File: config.mk
export PLATFORM = sky130hd
export DESIGN_NAME = acdc_top
export DESIGN_NICKNAME = d
export VERILOG_FILES = /design/src/design/acdc_pkg.sv /design/src/design/acdc_ctx_if.sv /design/src/design/acdc_top.sv /design/src/design/acdc_context.sv
export SDC_FILE = /design/constraint.sdc
export NUM_CORES = 1
export LEC_CHECK = 0
export BUFFER_PORTS_ARGS = -buffer_cell sky130_fd_sc_hd__buf_2
export CAP_MARGIN = 20
export CORE_MARGIN = 2
export CORE_UTILIZATION = 55
export DETAILED_ROUTE_END_ITERATION = 6
export GPL_TIMING_DRIVEN = 0
export PLACE_DENSITY = 0.84
export SETUP_SLACK_MARGIN = 0.4
export SLEW_MARGIN = 15
export SYNTH_ARGS = -nofsm -noshare
export SYNTH_HDL_FRONTEND = slang
export SYNTH_HIERARCHICAL = 1
export SYNTH_SLANG_ARGS = --single-unit
File: constraint.sdc
create_clock -name hclk -period 2.8 [get_ports hclk]
set_input_delay 0.56 -clock hclk [delete_from_list [all_inputs] [get_ports hclk]]
set_output_delay 0.56 -clock hclk [all_outputs]
set_load 0.05 [all_outputs]
File: src/design/acdc_pkg.sv
// Constants, register map and types for the asynchronous DMA context control.
// Assumes an AHB-Lite master with word accesses and one clock, hclk.
// Operation
// - Descriptors are processed only while software keeps the run bit set.
// - Only hardware reset or software reset clears run without software.
// - Software sets the resume bit to continue or restart processing.
// - The resume bit is cleared on every descriptor fetch.
// - An unrecoverable error sets the fatal error flag of that context.
// - Software clearing run also clears the fatal error flag.
// - The activity flag is one while descriptors are being processed.
// - Speed codes: 000 is 100, 001 is 200, 010 is 400 Mbit/s.
// - The speed field is meaningful only for receive contexts.
// - Event code holds the link acknowledge or an internal error code.
// - Reserved control bits 31:16, 14:13 and 9:8 read as zero.
// - Enabling run fetches the first block from the command pointer.
// - Pointer bits 31:4 give the upper bits of a 16-byte aligned block.
// - Pointer bits 3:0 give the count of contiguous descriptors.
// - A descriptor count of zero means the address must not be used.
package acdc_pkg;
	localparam int ACDC_NCTX = 4;
	localparam int ACDC_DEC_W = 12;
	localparam logic [ACDC_DEC_W-1:0] ACDC_SET_OFS [ACDC_NCTX] =
		'{12'h180, 12'h1a0, 12'h1c0, 12'h1e0};
	localparam logic [ACDC_DEC_W-1:0] ACDC_CLR_OFS [ACDC_NCTX] =
		'{12'h184, 12'h1a4, 12'h1c4, 12'h1e4};
	localparam logic [ACDC_DEC_W-1:0] ACDC_PTR_OFS [ACDC_NCTX] =
		'{12'h19c, 12'h1ac, 12'h1cc, 12'h1ec};
	localparam logic [ACDC_DEC_W-1:0] ACDC_IRQ_STAT_OFS = 12'h1f0;
	localparam logic [ACDC_DEC_W-1:0] ACDC_IRQ_MASK_OFS = 12'h1f4;
	// Control register fields.
	localparam int ACDC_RUN_BIT = 15;
	localparam int ACDC_WAKE_BIT = 12;
	localparam int ACDC_DEAD_BIT = 11;
	localparam int ACDC_ACTIVE_BIT = 10;
	localparam int ACDC_SPD_LSB = 5;
	localparam int ACDC_SPD_W = 3;
	localparam int ACDC_EVT_LSB = 0;
	localparam int ACDC_EVT_W = 5;
	// Command pointer fields.
	localparam int ACDC_PTR_ADDR_LSB = 4;
	localparam int ACDC_PTR_ADDR_W = 28;
	localparam int ACDC_PTR_CNT_W = 4;
	// Interrupt status: bit n is completion of context n, bit n+4 fatal.
	localparam int ACDC_IRQ_W = 2 * ACDC_NCTX;
	// Speed codes.
	localparam logic [ACDC_SPD_W-1:0] ACDC_SPD_S100 = 3'h0;
	localparam logic [ACDC_SPD_W-1:0] ACDC_SPD_S200 = 3'h1;
	localparam logic [ACDC_SPD_W-1:0] ACDC_SPD_S400 = 3'h2;
	// Reset values.
	localparam logic [31:0] ACDC_PTR_RST = 32'h0;
	localparam logic [ACDC_EVT_W-1:0] ACDC_EVT_RST = 5'h0;
	localparam logic [ACDC_SPD_W-1:0] ACDC_SPD_RST = ACDC_SPD_S100;
	localparam logic [ACDC_IRQ_W-1:0] ACDC_IRQ_RST = 8'h0;
	// AHB-Lite encodings.
	localparam logic [1:0] ACDC_HTRANS_NONSEQ = 2'h2;
	localparam logic [2:0] ACDC_HSIZE_WORD = 3'h2;
	localparam logic ACDC_HRESP_OKAY = 1'h0;
	typedef enum logic [2:0] {
		ACDC_ST_IDLE = 3'h1,
		ACDC_ST_FETCH = 3'h2,
		ACDC_ST_XFER = 3'h4
	} acdc_state_type;
endpackage : acdc_pkg

File: src/design/acdc_ctx_if.sv
// Signals between the register file and one context sequencer.
// Assumes both ends run on hclk.
`timescale 1ns/100ps
interface acdc_ctx_if;
	logic run;
	logic start;
	logic wake;
	logic dead;
	logic cnt_nz;
	logic gnt;
	logic done;
	logic fatal;
	logic fetch_req;
	logic active;
	logic wake_clr;
	modport regs (
		output run, start, wake, dead, cnt_nz, gnt, done, fatal,
		input fetch_req, active, wake_clr
	);
	modport ctx (
		input run, start, wake, dead, cnt_nz, gnt, done, fatal,
		output fetch_req, active, wake_clr
	);
endinterface : acdc_ctx_if

File: src/design/acdc_top.sv
// AHB-Lite register file and interrupt logic for four DMA contexts.
// Assumes a word-only AHB-Lite master and a memory agent that grants
// descriptor fetches and reports transfer completion per context.
`timescale 1ns/100ps
module acdc_top (
	// Clock and reset
	input wire logic hclk,
	input wire logic hresetn,
	// AHB-Lite slave
	input wire logic hsel,
	input wire logic [31:0] haddr,
	input wire logic [1:0] htrans,
	input wire logic hwrite,
	input wire logic [2:0] hsize,
	input wire logic [31:0] hwdata,
	input wire logic hready,
	output logic hreadyout,
	output logic [31:0] hrdata,
	output logic hresp,
	// Software reset
	input wire logic soft_reset,
	// Descriptor fetch requests
	output logic [acdc_pkg::ACDC_NCTX-1:0] fetch_req,
	output logic [acdc_pkg::ACDC_NCTX-1:0]
		[acdc_pkg::ACDC_PTR_ADDR_W-1:0] descriptor_block_pointer,
	output logic [acdc_pkg::ACDC_NCTX-1:0]
		[acdc_pkg::ACDC_PTR_CNT_W-1:0] fetch_count,
	input wire logic [acdc_pkg::ACDC_NCTX-1:0] fetch_gnt,
	// Transfer results
	input wire logic [acdc_pkg::ACDC_NCTX-1:0] xfer_done,
	input wire logic [acdc_pkg::ACDC_NCTX-1:0] xfer_fatal,
	input wire logic [acdc_pkg::ACDC_EVT_W-1:0] xfer_event,
	input wire logic [acdc_pkg::ACDC_SPD_W-1:0] xfer_speed,
	// Interrupt
	output logic irq
);
	import acdc_pkg::*;

	typedef struct packed {
		logic hreadyout;
		logic [31:0] hrdata;
		logic hresp;
		logic wr_pend;
		logic rd_pend;
		logic [ACDC_DEC_W-1:0] addr;
		logic [ACDC_NCTX-1:0] run;
		logic [ACDC_NCTX-1:0] start;
		logic [ACDC_NCTX-1:0] wake;
		logic [ACDC_NCTX-1:0] dead;
		logic [ACDC_NCTX-1:0][ACDC_SPD_W-1:0] speed;
		logic [ACDC_NCTX-1:0][ACDC_EVT_W-1:0] evt;
		logic [ACDC_NCTX-1:0][31:0] ptr;
		logic [ACDC_IRQ_W-1:0] irq_stat;
		logic [ACDC_IRQ_W-1:0] irq_mask;
		logic irq;
	} acdc_top_state_type;

	acdc_top_state_type s_r;
	acdc_top_state_type s_nxt;
	logic [31:0] rd_word;
	logic [ACDC_NCTX-1:0] ctx_req;
	logic [ACDC_NCTX-1:0] ctx_active;
	logic [ACDC_NCTX-1:0] ctx_wclr;
	logic addr_take;

	assign addr_take = hsel && hready && (htrans == ACDC_HTRANS_NONSEQ);

	// Read data is built from registered state, one cycle after the
	// address phase, so a read right after a write sees the new value.
	always_comb begin
		rd_word = 32'h0;
		for (int i = 0; i < ACDC_NCTX; i++) begin
			if (s_r.addr == ACDC_SET_OFS[i] ||
				s_r.addr == ACDC_CLR_OFS[i]) begin
				// Unassigned bits stay zero.
				rd_word[ACDC_RUN_BIT] = s_r.run[i];
				rd_word[ACDC_WAKE_BIT] = s_r.wake[i];
				rd_word[ACDC_DEAD_BIT] = s_r.dead[i];
				rd_word[ACDC_ACTIVE_BIT] = ctx_active[i];
				rd_word[ACDC_SPD_LSB +: ACDC_SPD_W] = s_r.speed[i];
				rd_word[ACDC_EVT_LSB +: ACDC_EVT_W] = s_r.evt[i];
			end
			if (s_r.addr == ACDC_PTR_OFS[i]) begin
				rd_word = s_r.ptr[i];
			end
		end
		if (s_r.addr == ACDC_IRQ_STAT_OFS) begin
			rd_word[ACDC_IRQ_W-1:0] = s_r.irq_stat;
		end
		if (s_r.addr == ACDC_IRQ_MASK_OFS) begin
			rd_word[ACDC_IRQ_W-1:0] = s_r.irq_mask;
		end
	end

	always_comb begin
		s_nxt = s_r;
		s_nxt.start = '0;
		s_nxt.hresp = ACDC_HRESP_OKAY;
		// Device clear of resume comes first so a software set wins.
		for (int i = 0; i < ACDC_NCTX; i++) begin
			if (ctx_wclr[i]) begin
				s_nxt.wake[i] = 1'b0;
			end
		end
		// Write data phase.
		if (s_r.wr_pend) begin
			s_nxt.wr_pend = 1'b0;
			for (int i = 0; i < ACDC_NCTX; i++) begin
				if (s_r.addr == ACDC_SET_OFS[i]) begin
					if (hwdata[ACDC_RUN_BIT]) begin
						s_nxt.start[i] = !s_r.run[i];
						s_nxt.run[i] = 1'b1;
					end
					if (hwdata[ACDC_WAKE_BIT]) begin
						s_nxt.wake[i] = 1'b1;
					end
				end
				if (s_r.addr == ACDC_CLR_OFS[i]) begin
					if (hwdata[ACDC_RUN_BIT]) begin
						s_nxt.run[i] = 1'b0;
						s_nxt.dead[i] = 1'b0;
					end
					if (hwdata[ACDC_WAKE_BIT]) begin
						s_nxt.wake[i] = 1'b0;
					end
				end
				if (s_r.addr == ACDC_PTR_OFS[i]) begin
					s_nxt.ptr[i] = hwdata;
				end
			end
			if (s_r.addr == ACDC_IRQ_MASK_OFS) begin
				s_nxt.irq_mask = hwdata[ACDC_IRQ_W-1:0];
			end
		end
		// Read data phase: one wait state, then the data.
		if (s_r.rd_pend) begin
			s_nxt.rd_pend = 1'b0;
			s_nxt.hreadyout = 1'b1;
			s_nxt.hrdata = rd_word;
			if (s_r.addr == ACDC_IRQ_STAT_OFS) begin
				s_nxt.irq_stat = '0;
			end
		end
		// Address phase; non-word writes are dropped.
		if (addr_take) begin
			s_nxt.addr = haddr[ACDC_DEC_W-1:0];
			if (hwrite) begin
				s_nxt.wr_pend = (hsize == ACDC_HSIZE_WORD);
			end else begin
				s_nxt.rd_pend = 1'b1;
				s_nxt.hreadyout = 1'b0;
			end
		end
		// Transfer results are applied last so they win over clears.
		for (int i = 0; i < ACDC_NCTX; i++) begin
			if (ctx_active[i] && (xfer_done[i] || xfer_fatal[i])) begin
				s_nxt.evt[i] = xfer_event;
				// Transmit contexts store the code too; it carries no meaning.
				s_nxt.speed[i] = xfer_speed;
			end
			if (ctx_active[i] && xfer_done[i]) begin
				s_nxt.irq_stat[i] = 1'b1;
			end
			if (ctx_active[i] && xfer_fatal[i]) begin
				s_nxt.dead[i] = 1'b1;
				s_nxt.irq_stat[ACDC_NCTX + i] = 1'b1;
			end
		end
		if (soft_reset) begin
			s_nxt.run = '0;
			s_nxt.start = '0;
		end
		s_nxt.irq = |(s_nxt.irq_stat & s_nxt.irq_mask);
	end

	always_ff @(posedge hclk or negedge hresetn) begin
		if (!hresetn) begin
			s_r.hreadyout <= 1'b1;
			s_r.hrdata <= 32'h0;
			s_r.hresp <= ACDC_HRESP_OKAY;
			s_r.wr_pend <= 1'b0;
			s_r.rd_pend <= 1'b0;
			s_r.addr <= '0;
			s_r.run <= '0;
			s_r.start <= '0;
			s_r.wake <= '0;
			s_r.dead <= '0;
			s_r.speed <= {ACDC_NCTX{ACDC_SPD_RST}};
			s_r.evt <= {ACDC_NCTX{ACDC_EVT_RST}};
			s_r.ptr <= {ACDC_NCTX{ACDC_PTR_RST}};
			s_r.irq_stat <= ACDC_IRQ_RST;
			s_r.irq_mask <= ACDC_IRQ_RST;
			s_r.irq <= 1'b0;
		end else begin
			s_r <= s_nxt;
		end
	end

	for (genvar g = 0; g < ACDC_NCTX; g++) begin : gen_ctx
		acdc_ctx_if cif ();
		assign cif.run = s_r.run[g];
		assign cif.start = s_r.start[g];
		assign cif.wake = s_r.wake[g];
		assign cif.dead = s_r.dead[g];
		// A zero count marks the address invalid.
		assign cif.cnt_nz = |s_r.ptr[g][ACDC_PTR_CNT_W-1:0];
		assign cif.gnt = fetch_gnt[g];
		assign cif.done = xfer_done[g];
		assign cif.fatal = xfer_fatal[g];
		assign ctx_req[g] = cif.fetch_req;
		assign ctx_active[g] = cif.active;
		assign ctx_wclr[g] = cif.wake_clr;
		acdc_context u_ctx (
			.hclk(hclk),
			.hresetn(hresetn),
			.cif(cif.ctx)
		);
		assign descriptor_block_pointer[g] =
			s_r.ptr[g][ACDC_PTR_ADDR_LSB +: ACDC_PTR_ADDR_W];
		assign fetch_count[g] = s_r.ptr[g][ACDC_PTR_CNT_W-1:0];
	end

	assign hreadyout = s_r.hreadyout;
	assign hrdata = s_r.hrdata;
	assign hresp = s_r.hresp;
	assign fetch_req = ctx_req;
	assign irq = s_r.irq;
endmodule : acdc_top

File: src/design/acdc_context.sv
// Sequencer of one asynchronous DMA context: fetch request and activity.
// Assumes the register file owns run, resume and fatal flags.
`timescale 1ns/100ps
module acdc_context (
	// Clock and reset
	input wire logic hclk,
	input wire logic hresetn,
	// Register file side
	acdc_ctx_if.ctx cif
);
	import acdc_pkg::*;

	typedef struct packed {
		acdc_state_type state;
		logic start_pend;
		logic fetch_req;
		logic active;
		logic wake_clr;
	} acdc_ctx_state_type;

	acdc_ctx_state_type s_r;
	acdc_ctx_state_type s_nxt;

	always_comb begin
		s_nxt = s_r;
		s_nxt.wake_clr = 1'b0;
		if (cif.start) begin
			s_nxt.start_pend = 1'b1;
		end
		case (s_r.state)
			ACDC_ST_IDLE: begin
				// A dead context stays idle until software clears run.
				if (cif.run && !cif.dead && cif.cnt_nz &&
					(s_nxt.start_pend || cif.wake)) begin
					s_nxt.state = ACDC_ST_FETCH;
					s_nxt.fetch_req = 1'b1;
					s_nxt.active = 1'b1;
					s_nxt.start_pend = 1'b0;
				end
			end
			ACDC_ST_FETCH: begin
				if (!cif.run) begin
					s_nxt.state = ACDC_ST_IDLE;
					s_nxt.fetch_req = 1'b0;
					s_nxt.active = 1'b0;
				end else if (cif.gnt) begin
					s_nxt.state = ACDC_ST_XFER;
					s_nxt.fetch_req = 1'b0;
					s_nxt.wake_clr = 1'b1;
				end
			end
			ACDC_ST_XFER: begin
				if (!cif.run || cif.done || cif.fatal) begin
					s_nxt.state = ACDC_ST_IDLE;
					s_nxt.active = 1'b0;
				end
			end
			default: begin
				s_nxt.state = ACDC_ST_IDLE;
				s_nxt.fetch_req = 1'b0;
				s_nxt.active = 1'b0;
			end
		endcase
		if (!cif.run) begin
			s_nxt.start_pend = 1'b0;
		end
	end

	always_ff @(posedge hclk or negedge hresetn) begin
		if (!hresetn) begin
			s_r <= '{state: ACDC_ST_IDLE, default: 1'b0};
		end else begin
			s_r <= s_nxt;
		end
	end

	assign cif.fetch_req = s_r.fetch_req;
	assign cif.active = s_r.active;
	assign cif.wake_clr = s_r.wake_clr;
endmodule : acdc_context

==> flow_summary_export.csv, run 1 <==
group,metric,value,unit
critical_path,crit_slowest_cell,"a2111o_1",
floorplanning,start_util,56.3,%
outcome,status,"finished clean",
floorplanning,die_area,25400,sq um
drt,drtAntennaViolNets,0,
critical_path,crit_top_cell,"buf_6",
yosys,synth_top_area_cell,"dfrtp_1",
power,power,10100,uW
drt,via_per_inst,6.05,
critical_path,path_cells,"buf_6 > or3b_4 > nor4_4 > buf_6 > mux2_4 > a21boi_4 > a2111o_1 > nand4b_1",
drt,wl_per_cell,22.6,microns
clock_tree,cts.sink_count,268,
sta,fin_skew,0.0184,ns
clock_tree,cts_max_path_buffers,3,
global_routing,grt_overflow,0,
yosys,yosysWarnings,6,
sta,hold_violations,0,
placed_design,gp_congestion,1.01,
clock_tree,clk_latency,0.55,ns
placed_design,dpl.hpwl,27100,microns
yosys,synth_common_cells,"263 x dfrtp_1, 167 x buf_4, 166 x mux2_2, 68 x nor2_1, 66 x nand2_1",
critical_path,start_kind,"flip-flop",
yosys,ys_seq_area_share,50.6,%
clock_tree,cts_made_buffers,28,
sta,slew_headroom,31.8,%
critical_path,cp-startpoint,"s_r[194]",
yosys,yosysMostFrequentCell,"dfrtp_1",
final_layout,multiInputGateArea,5100,sq um
power,p_per_area,630,nW/um^2
floorplanning,die_h,159,microns
yosys,ys_types,63,
clock_tree,root_buffer,"clkbuf_16",
critical_path,crit_fanout,6,
yosys,synth_area,13300,sq um
critical_path,end_kind,"flip-flop",
final_layout,final_area,16100,sq um
worst_hold_path,hp-class,"in2async",
yosys,async_flop_share,100,%
yosys,avgSynthCellArea,11.7,sq um
floorplanning,io_pins,262,
floorplanning,die_w,159,microns
drt,num_vias,10670,
drt,drc,0,
final_layout,syn_to_final_growth,21.4,%
yosys,synthFlopType,"dfrtp_1",
yosys,synth_top_area_share,49.6,%
critical_path,cpPeakStageDelay,0.42,ns
floorplanning,coreArea,23500,sq um
drt,dr.pass1.iters,7,
sta,period_needed,2.56,ns
yosys,synth_fp_nets,1231,
power,p_leak,0.00755,uW
placed_design,port_buffers,240,
sta,worstMarginPinSlew,1.02,ns
sta,slew_viol_final,0,
global_routing,grt_max_degree,104,
global_routing,grt_pass1_wl,61000,microns
final_layout,drive_gt1_share,49.6,%
clock_tree,cts_tree,"done",
yosys,synthCells,1136,
sta,fin_crit_sh,91.4,%
flow_run,cap_violations,0,
critical_path,worst-path-buf-inv,2,
critical_path,r2r-start,"s_r[194]",
drt,wl,39800,microns
sta,fmax,391,MHz
critical_path,path_class,"reg2reg",
sta,rsz0062_at_grt,"yes",
global_routing,grt_pass1_vias,10771,
power,peakVddDrop,0.564,mV
critical_path,crit_required,3.17,ns
sta,finalSetupViolCount,0,
floorplanning,fp-row-count,56,
critical_path,cp_top_family,"simple AND/OR/NAND/NOR gates",
global_routing,grtUsageTotal,30.6,%
critical_path,worstPathArrival,2.93,ns
final_layout,final_nets,1518,
yosys,synth_seq_cells,268,
global_routing,antenna_found_initial,2,
clock_tree,clk_pin_slew,0.06,ns
placed_design,place_area,14900,sq um
yosys,synth_edf_count,0,
clock_tree,cts_hold_buf,0,
final_layout,n_fill_cell,1734,
drt,drt_iter0_markers,1339,
final_layout,final_core_util,68.4,%
clock_tree,htreeDepth,1,
yosys,synth.area.top_cells,"dfrtp_1 50%, mux2_2 14%, buf_4 9.5%",
final_layout,seq_area,6710,sq um
## worst paths after layout
path	endpoint	slack, ns	cells after the start
min	descriptor_block_pointer[57]	0.04	1
min reg2reg	hreadyout	0.49	2
max in group asynchronous	gen_ctx[3].u_ctx/s_r[4]	1.75	2
min in group hclk	s_r[205]	0.21	2
max	irq	0.24	8
max reg2reg	irq	0.24	8
## kinds of logic after synthesis
| kind of cell | synth area share (%) |
|---|---|
| other | 0.0283 |
| buffers and inverters | 11.6 |
| flip-flops | 50.6 |
| AO/OA/AOI/OAI | 12.0 |
| multiplexers | 15.6 |
| AND/OR/NAND/NOR | 10.1 |
## power by group
part	total [uW]	leakage, uW	switching (uW)	internal [uW]
combinational	2200	0.00379	1470	729
sequential	4330	0.00333	203	4120
clock	3610	0.000432	1530	2080
total	10100	0.00755	3200	6930
## per-layer routing
metal / track usage, % / part of all wire (%) / vias to the layer above
met4: 12.2 / 4.3 / 0
met2: 48.6 / 47 / 698
met3: 5.83 / 9.9 / 138
met1: 41.9 / 39 / 5255
met5: 0 / 0 / -
li1: - / - / 4579
## cells in the final DEF, fill, tap and decap left out, types with 18 or more instances in the layout
cell type  instances
o21ai_0           29
clkbuf_1          24
mux2_2           162
buf_4            187
dfrtp_1          263
nor2_1            63
a222oi_1          20
a21oi_1           32
nand2_1           65
clkbuf_16         29
a31oi_1           22
a221oi_1          18
buf_2            247
## flip-flops by register name, indices dropped and copies added (netlist names)
signal                       count
descriptor_block_pointer       112
fetch_count                     16
gen_ctx.cif.dead                 4
gen_ctx.cif.run                  4
gen_ctx.cif.start                4
gen_ctx.cif.wake                 4
gen_ctx.u_ctx/cif.active         4
gen_ctx.u_ctx/cif.fetch_req      4
gen_ctx.u_ctx/cif.wake_clr       4
gen_ctx.u_ctx/s_r               16
hrdata                          32
hreadyout                        1
irq                              1
s_r                             62
## repair_timing
item,CTS,global route
endpoints found under the setup margin,123,119
buffers inserted,8,6
gates resized for setup,22,54
pin swaps,4,7
## final cells by class
class,instances,share of cell area (%)
diodes,2,0.0311
plain buffers,218,9.75
repair buffers,257,8.61
clock buffers,47,5.36
well taps,319,2.48
clock inverters,3,0.0933
multi-input cells,639,31.7
inverters,11,0.257
flip-flops and latches,268,41.7
## metrics by stage
| step | hold slack [ns] | TNS, ns | cells | setup WS (ns) |
|---|---|---|---|---|
| final | 0.0390 | 0 | 1764 | 0.240 |
| after global routing | 0.121 | 0 | 1764 | 0.149 |
| after detailed placement | 0.481 | -0.198 | 1697 | -0.198 |
| after global placement | 0.480 | -953.74 | 1695 | -3.61 |
| after floorplan | 0.264 | 0 | 1136 | 0.411 |
| after CTS | 0.0830 | 0 | 1755 | 0.207 |
Power figures use the tool's default switching activity.
==> inputs of run 2 (changes only) <==
GPL_TIMING_DRIVEN = not set   (was 0)
MAX_ROUTING_LAYER = met4   (was not set)
SLEW_MARGIN = 10   (was 15)
==> run 2 against run 1 <==
Net effect:
- sequential power is essentially flat
- flip-flop and latch count is the same
- fmax grew 7.5%
- clock skew shrank 0.0060 ns
- global-route usage shrank 1.6 points
- cell count shrank 11%
- combinational power shrank 18%
- utilization shrank 5.7 points
- first-iteration DRC count shrank 28%
- clock-buffer cell count shrank 4
- via count shrank 8.7%
- die area is the same
==> flow_summary_export.csv, run 2 (same netlist as run 1, synthesis figures left out) <==
group,metric,value,unit
outcome,status,"finished clean",
drt,drtAntennaViolNets,0,
drt,drc,0,
drt,wl_per_cell,23.0,microns
drt,wl,36100,microns
clock_tree,cts_tree,"done",
worst_hold_path,hp-class,"in2reg",
critical_path,cpPeakStageDelay,0.42,ns
clock_tree,cts_max_path_buffers,3,
placed_design,dp.cells,1513,
final_layout,final_common_cell,"dfrtp_1",
floorplanning,die_h,159,microns
drt,dr.pass1.iters,6,
sta,hold_violations,0,
final_layout,syn_to_final_growth,11.2,%
critical_path,worst-path-buf-inv,1,
critical_path,crit_slowest_cell,"a2111o_1",
global_routing,grt_overflow,0,
final_layout,mostFrequentLayoutCells,"260 x dfrtp_1, 239 x buf_2, 164 x mux2_2, 66 x nor2_1, 61 x nand2_1",
placed_design,port_buffers,240,
sta,period_needed,2.38,ns
sta,fmax,420,MHz
final_layout,drive_gt1_share,43.3,%
power,peakVddDrop,0.549,mV
sta,fin_skew,0.0124,ns
critical_path,start_kind,"flip-flop",
flow_run,cap_violations,0,
sta,worstMarginPinSlew,0.697,ns
global_routing,grt_max_degree,77,
final_layout,largest_reg_flops,112,
clock_tree,clk_pin_slew,0.06,ns
critical_path,crit_fanout,6,
sta,slew_viol_final,0,
drt,drt_iter0_markers,964,
clock_tree,cts_made_buffers,29,
power,p_per_area,676,nW/um^2
floorplanning,coreArea,23500,sq um
sta,finalSetupViolCount,0,
critical_path,end_kind,"flip-flop",
global_routing,antenna_found_initial,2,
floorplanning,die_w,159,microns
clock_tree,root_buffer,"clkbuf_16",
critical_path,path_class,"reg2reg",
clock_tree,clk_latency,0.55,ns
clock_tree,cts.sink_count,268,
global_routing,grt_pass1_vias,9962,
floorplanning,start_util,56.3,%
global_routing,grtUsageTotal,29.0,%
drt,num_vias,9739,
sta,fin_crit_sh,85.0,%
floorplanning,die_area,25400,sq um
final_layout,layout.cells.non_filler,1572,
floorplanning,fp-row-count,56,
global_routing,grt_pass1_wl,56400,microns
sta,rsz0062_at_grt,"yes",
critical_path,worstPathArrival,2.81,ns
drt,via_per_inst,6.20,
critical_path,cp_top_family,"simple AND/OR/NAND/NOR gates",
clock_tree,htreeDepth,1,
critical_path,crit_top_cell,"nand4b_1",
floorplanning,io_pins,262,
placed_design,dpl.hpwl,24600,microns
power,p_leak,0.00667,uW
sta,slew_headroom,53.3,%
critical_path,crit_required,3.23,ns
placed_design,gp_congestion,0.971,
critical_path,cp-startpoint,"s_r[202]",
final_layout,final_nets,1324,
critical_path,path_cells,"nand4b_1 > nor4_4 > buf_6 > mux2_4 > a21boi_2 > a2111o_1 > nand4b_1",
worst_hold_path,min-delay-start,"fetch_gnt[3]",
critical_path,r2r-start,"s_r[202]",
sta,fin_setup_tns,0,ns
run 2: cell count changes in the layout (fill, tap and decap cells not counted), moves of 4 or more:
cell,delta
o21ai_1,-4
nand2_1,-4
buf_2,-8
buf_4,-155
o21ai_0,+5
clkbuf_2,-10
buf_6,-9
clkbuf_1,-17
nand2_2,+5
buf_12,+5
run 2: timing repair:
item                                    CTS  global route
hold endpoints to repair                 60             0
hold buffers                              1             0
pin swaps                                 1             2
buffers inserted                          3             0
gates resized for setup                   3             5
endpoints found under the setup margin    1            32
run 2: worst paths after layout:
| kind | end | slack, ns | depth (start not counted) |
|---|---|---|---|
| max | irq | 0.42 | 7 |
| max reg2reg | irq | 0.42 | 7 |
| max in group asynchronous | gen_ctx[0].u_ctx/s_r[4] | 1.43 | 3 |
| min in group asynchronous | descriptor_block_pointer[1] | 0.56 | 2 |
| min reg2reg | s_r[204] | 0.50 | 1 |
| min | gen_ctx[3].u_ctx/s_r[5] | 0.22 | 2 |
run 2: stage by stage:
stage,setup slack (ns),utilization [%],hold WS [ns],area (sq um),total power [uW]
final,0.419,62.6,0.217,14700,9960
after global routing,0.325,62.6,0.204,14700,10300
after CTS,0.417,62.5,0.199,14700,9980
after detailed placement,0.203,58.3,0.492,13700,6150
after global placement,0.232,58.3,0.480,13700,6100
after floorplan,0.411,-,0.264,13300,5840
run 2: where the power goes:
group	leakage, uW	internal, uW	switching, uW	total, uW
registers	0.00333	4120	191	4320
logic	0.00288	461	1350	1810
clock network	0.000469	2280	1560	3840
run 2: routing by layer:
layer / up-vias / routed length (microns) / global-route usage (%) / part of all wire (%)
met5: - / 0 / - / 0
met3: 126 / 3270 / 5.63 / 9.1
met4: 0 / 1510 / 12.8 / 4.2
met2: 562 / 16800 / 44.5 / 47
met1: 4861 / 14600 / 37.6 / 40
li1: 4190 / - / - / -
run 2: cell type report:
class | instances | area (sq um)
Clock buffer | 43 | 848
Antenna cell | 2 | 5.00
Tap cell | 319 | 399
Inverter | 11 | 41.3
Sequential cell | 268 | 6720
Multi-Input combinational cell | 639 | 5040
Fill cell | 1878 | 8790
Clock inverter | 10 | 113
Timing Repair Buffer | 280 | 1580
==> inputs of run 3 (changes only) <==
RECOVER_POWER = 25   (was not set)
==> run 3 against run 2 <==
Net effect:
- the flow now finishes with violations (capacitance limit, slew limit)
- first-iteration DRC count down 1.2%
- utilization shrank 0.11 points
- non-clock buffer count unchanged
- worst hold slack barely moved
- power about the same
- cell count unchanged
==> flow_summary_export.csv, run 3 (same netlist as run 1, synthesis figures left out) <==
group,metric,value,unit
drt,wl_per_cell,23.0,microns
final_layout,drive_gt1_share,42.7,%
floorplanning,start_util,56.3,%
drt,drc,0,
global_routing,grt_overflow,0,
final_layout,syn_to_final_growth,11.0,%
sta,worstMarginPinSlew,1.75,ns
final_layout,final_nets,1324,
worst_hold_path,hp-class,"in2reg",
sta,period_needed,2.37,ns
floorplanning,coreArea,23500,sq um
sta,fin_setup_tns,0,ns
placed_design,dpl.hpwl,24600,microns
critical_path,path_class,"reg2reg",
sta,slew_headroom,-16.8,%
drt,num_vias,9737,
placed_design,dp.cells,1513,
floorplanning,die_area,25400,sq um
critical_path,worstPathArrival,2.80,ns
critical_path,crit_fanout,6,
power,p_int,6860,uW
final_layout,mostFrequentLayoutCells,"260 x dfrtp_1, 239 x buf_2, 164 x mux2_2, 66 x nor2_1, 61 x nand2_1",
global_routing,antenna_found_initial,2,
power,comb_power_share,18.1,%
outcome,status,"finished, violations left",
clock_tree,root_buffer,"clkbuf_16",
global_routing,grt_pass1_vias,9962,
final_layout,largest_reg_flops,112,
power,peakVddDrop,0.548,mV
sta,hold_violations,0,
power,clockPowerShare,38.5,%
placed_design,gp_congestion,0.971,
final_layout,final_common_cell,"dfrtp_1",
final_layout,n_fill_cell,1885,
final_layout,seq_area,6720,sq um
final_layout,multiInputGateArea,5040,sq um
power,power.share.switching,31.1,%
final_layout,layout.cells.non_filler,1572,
critical_path,end_kind,"flip-flop",
floorplanning,die_h,159,microns
sta,fin_skew,0.0150,ns
global_routing,grt_pass1_wl,56400,microns
drt,drt_iter0_markers,952,
drt,drtAntennaViolNets,0,
clock_tree,clk_pin_slew,0.06,ns
critical_path,crit_required,3.23,ns
sta,fin_crit_sh,84.6,%
power,p_leak,0.00665,uW
clock_tree,cts_made_buffers,29,
clock_tree,htreeDepth,1,
power,power.switching,3100,uW
outcome,failed_checks,"capacitance limit, slew limit",
drt,via_per_inst,6.19,
power,pwr-share-seq,43.3,%
power,p_per_area,676,nW/um^2
floorplanning,fp-row-count,56,
drt,wl,36100,microns
floorplanning,io_pins,262,
placed_design,port_buffers,240,
critical_path,start_kind,"flip-flop",
sta,fmax,422,MHz
sta,rsz0062_at_grt,"yes",
sta,slew_viol_final,61,
clock_tree,cts_max_path_buffers,3,
global_routing,grt_max_degree,77,
global_routing,grtUsageTotal,29.0,%
clock_tree,cts.sink_count,268,
drt,dr.pass1.iters,6,
sta,finalSetupViolCount,0,
flow_run,cap_violations,1,
clock_tree,clk_latency,0.55,ns
floorplanning,die_w,159,microns
clock_tree,cts_tree,"done",
==> run 3: changes by cell type in the layout (fill, tap and decap cells not counted), sizes merged <==
cell    change
clkbuf      +5
buf         -5
==> run 3: cell type report <==
class	count	area share, %
clock buffer	43	5.76
multi-input combinational	639	34.2
clock inverter	10	0.765
inverter	11	0.280
antenna	2	0.0340
timing repair buffer	280	10.6
sequential	268	45.6
tap	319	2.71
==> run 3: power groups by stage <==
| stage | logic (uW) | clock network, uW | registers (uW) |
|---|---|---|---|
| after floorplan | 1530 | 0 | 4320 |
| after global placement | 1720 | 0 | 4380 |
| after detailed placement | 1760 | 0 | 4390 |
| after CTS | 1800 | 3870 | 4310 |
| after global routing | 1900 | 4050 | 4340 |
| final | 1810 | 3830 | 4310 |
==> run 3: layer usage <==
layer  vias up  share of wire (%)  global-route usage (%)
li1       4192                  -                       -
met1      4918                 41                    37.6
met2       517                 47                    44.5
met3       110                8.5                    5.63
met4         0                3.9                    12.8
met5         -                  0                       -
==> run 3: path summary, 6_finish.rpt <==
kind	cells after the start	start	to	slack (ns)
setup / recovery	7	s_r[202]	irq	0.43
hold / removal	2	fetch_gnt[3]	gen_ctx[3].u_ctx/s_r[5]	0.22
setup reg to reg	7	s_r[202]	irq	0.43
hold reg to reg	1	s_r[204]	s_r[204]	0.50
max in group asynchronous	3	hresetn	gen_ctx[3].u_ctx/s_r[4]	0.58
min in group asynchronous	2	hresetn	descriptor_block_pointer[1]	1.01
==> run 3: timing repair <==
action / 4_1_cts / 5_1_grt
buffers inserted: 3 / 0
hold endpoints to repair: 60 / 0
setup endpoints to repair: 1 / 32
pin swaps: 1 / 2
hold buffers: 1 / 0
gates resized for setup: 3 / 5
==> run 3: critical path, cell delays in order, from the launching register on <==
cell,delay (ns)
dfrtp_1,0.39
nand4b_1,0.31
nor4_4,0.33
buf_6,0.18
mux2_4,0.31
a21boi_2,0.15
a2111o_1,0.41
nand4b_1,0.17
==> run 3: stage by stage <==
stage               cell area [sq um]  util (%)  hold WS (ns)  power (uW)  setup slack (ns)
floorplan                       13300         -         0.264        5840             0.411
global placement                13700      58.3         0.480        6100             0.232
detailed placement              13700      58.3         0.492        6150             0.203
CTS                             14700      62.5         0.199        9980             0.417
global route                    14700      62.5         0.204       10300             0.319
finish                          14700      62.5         0.217        9950             0.431
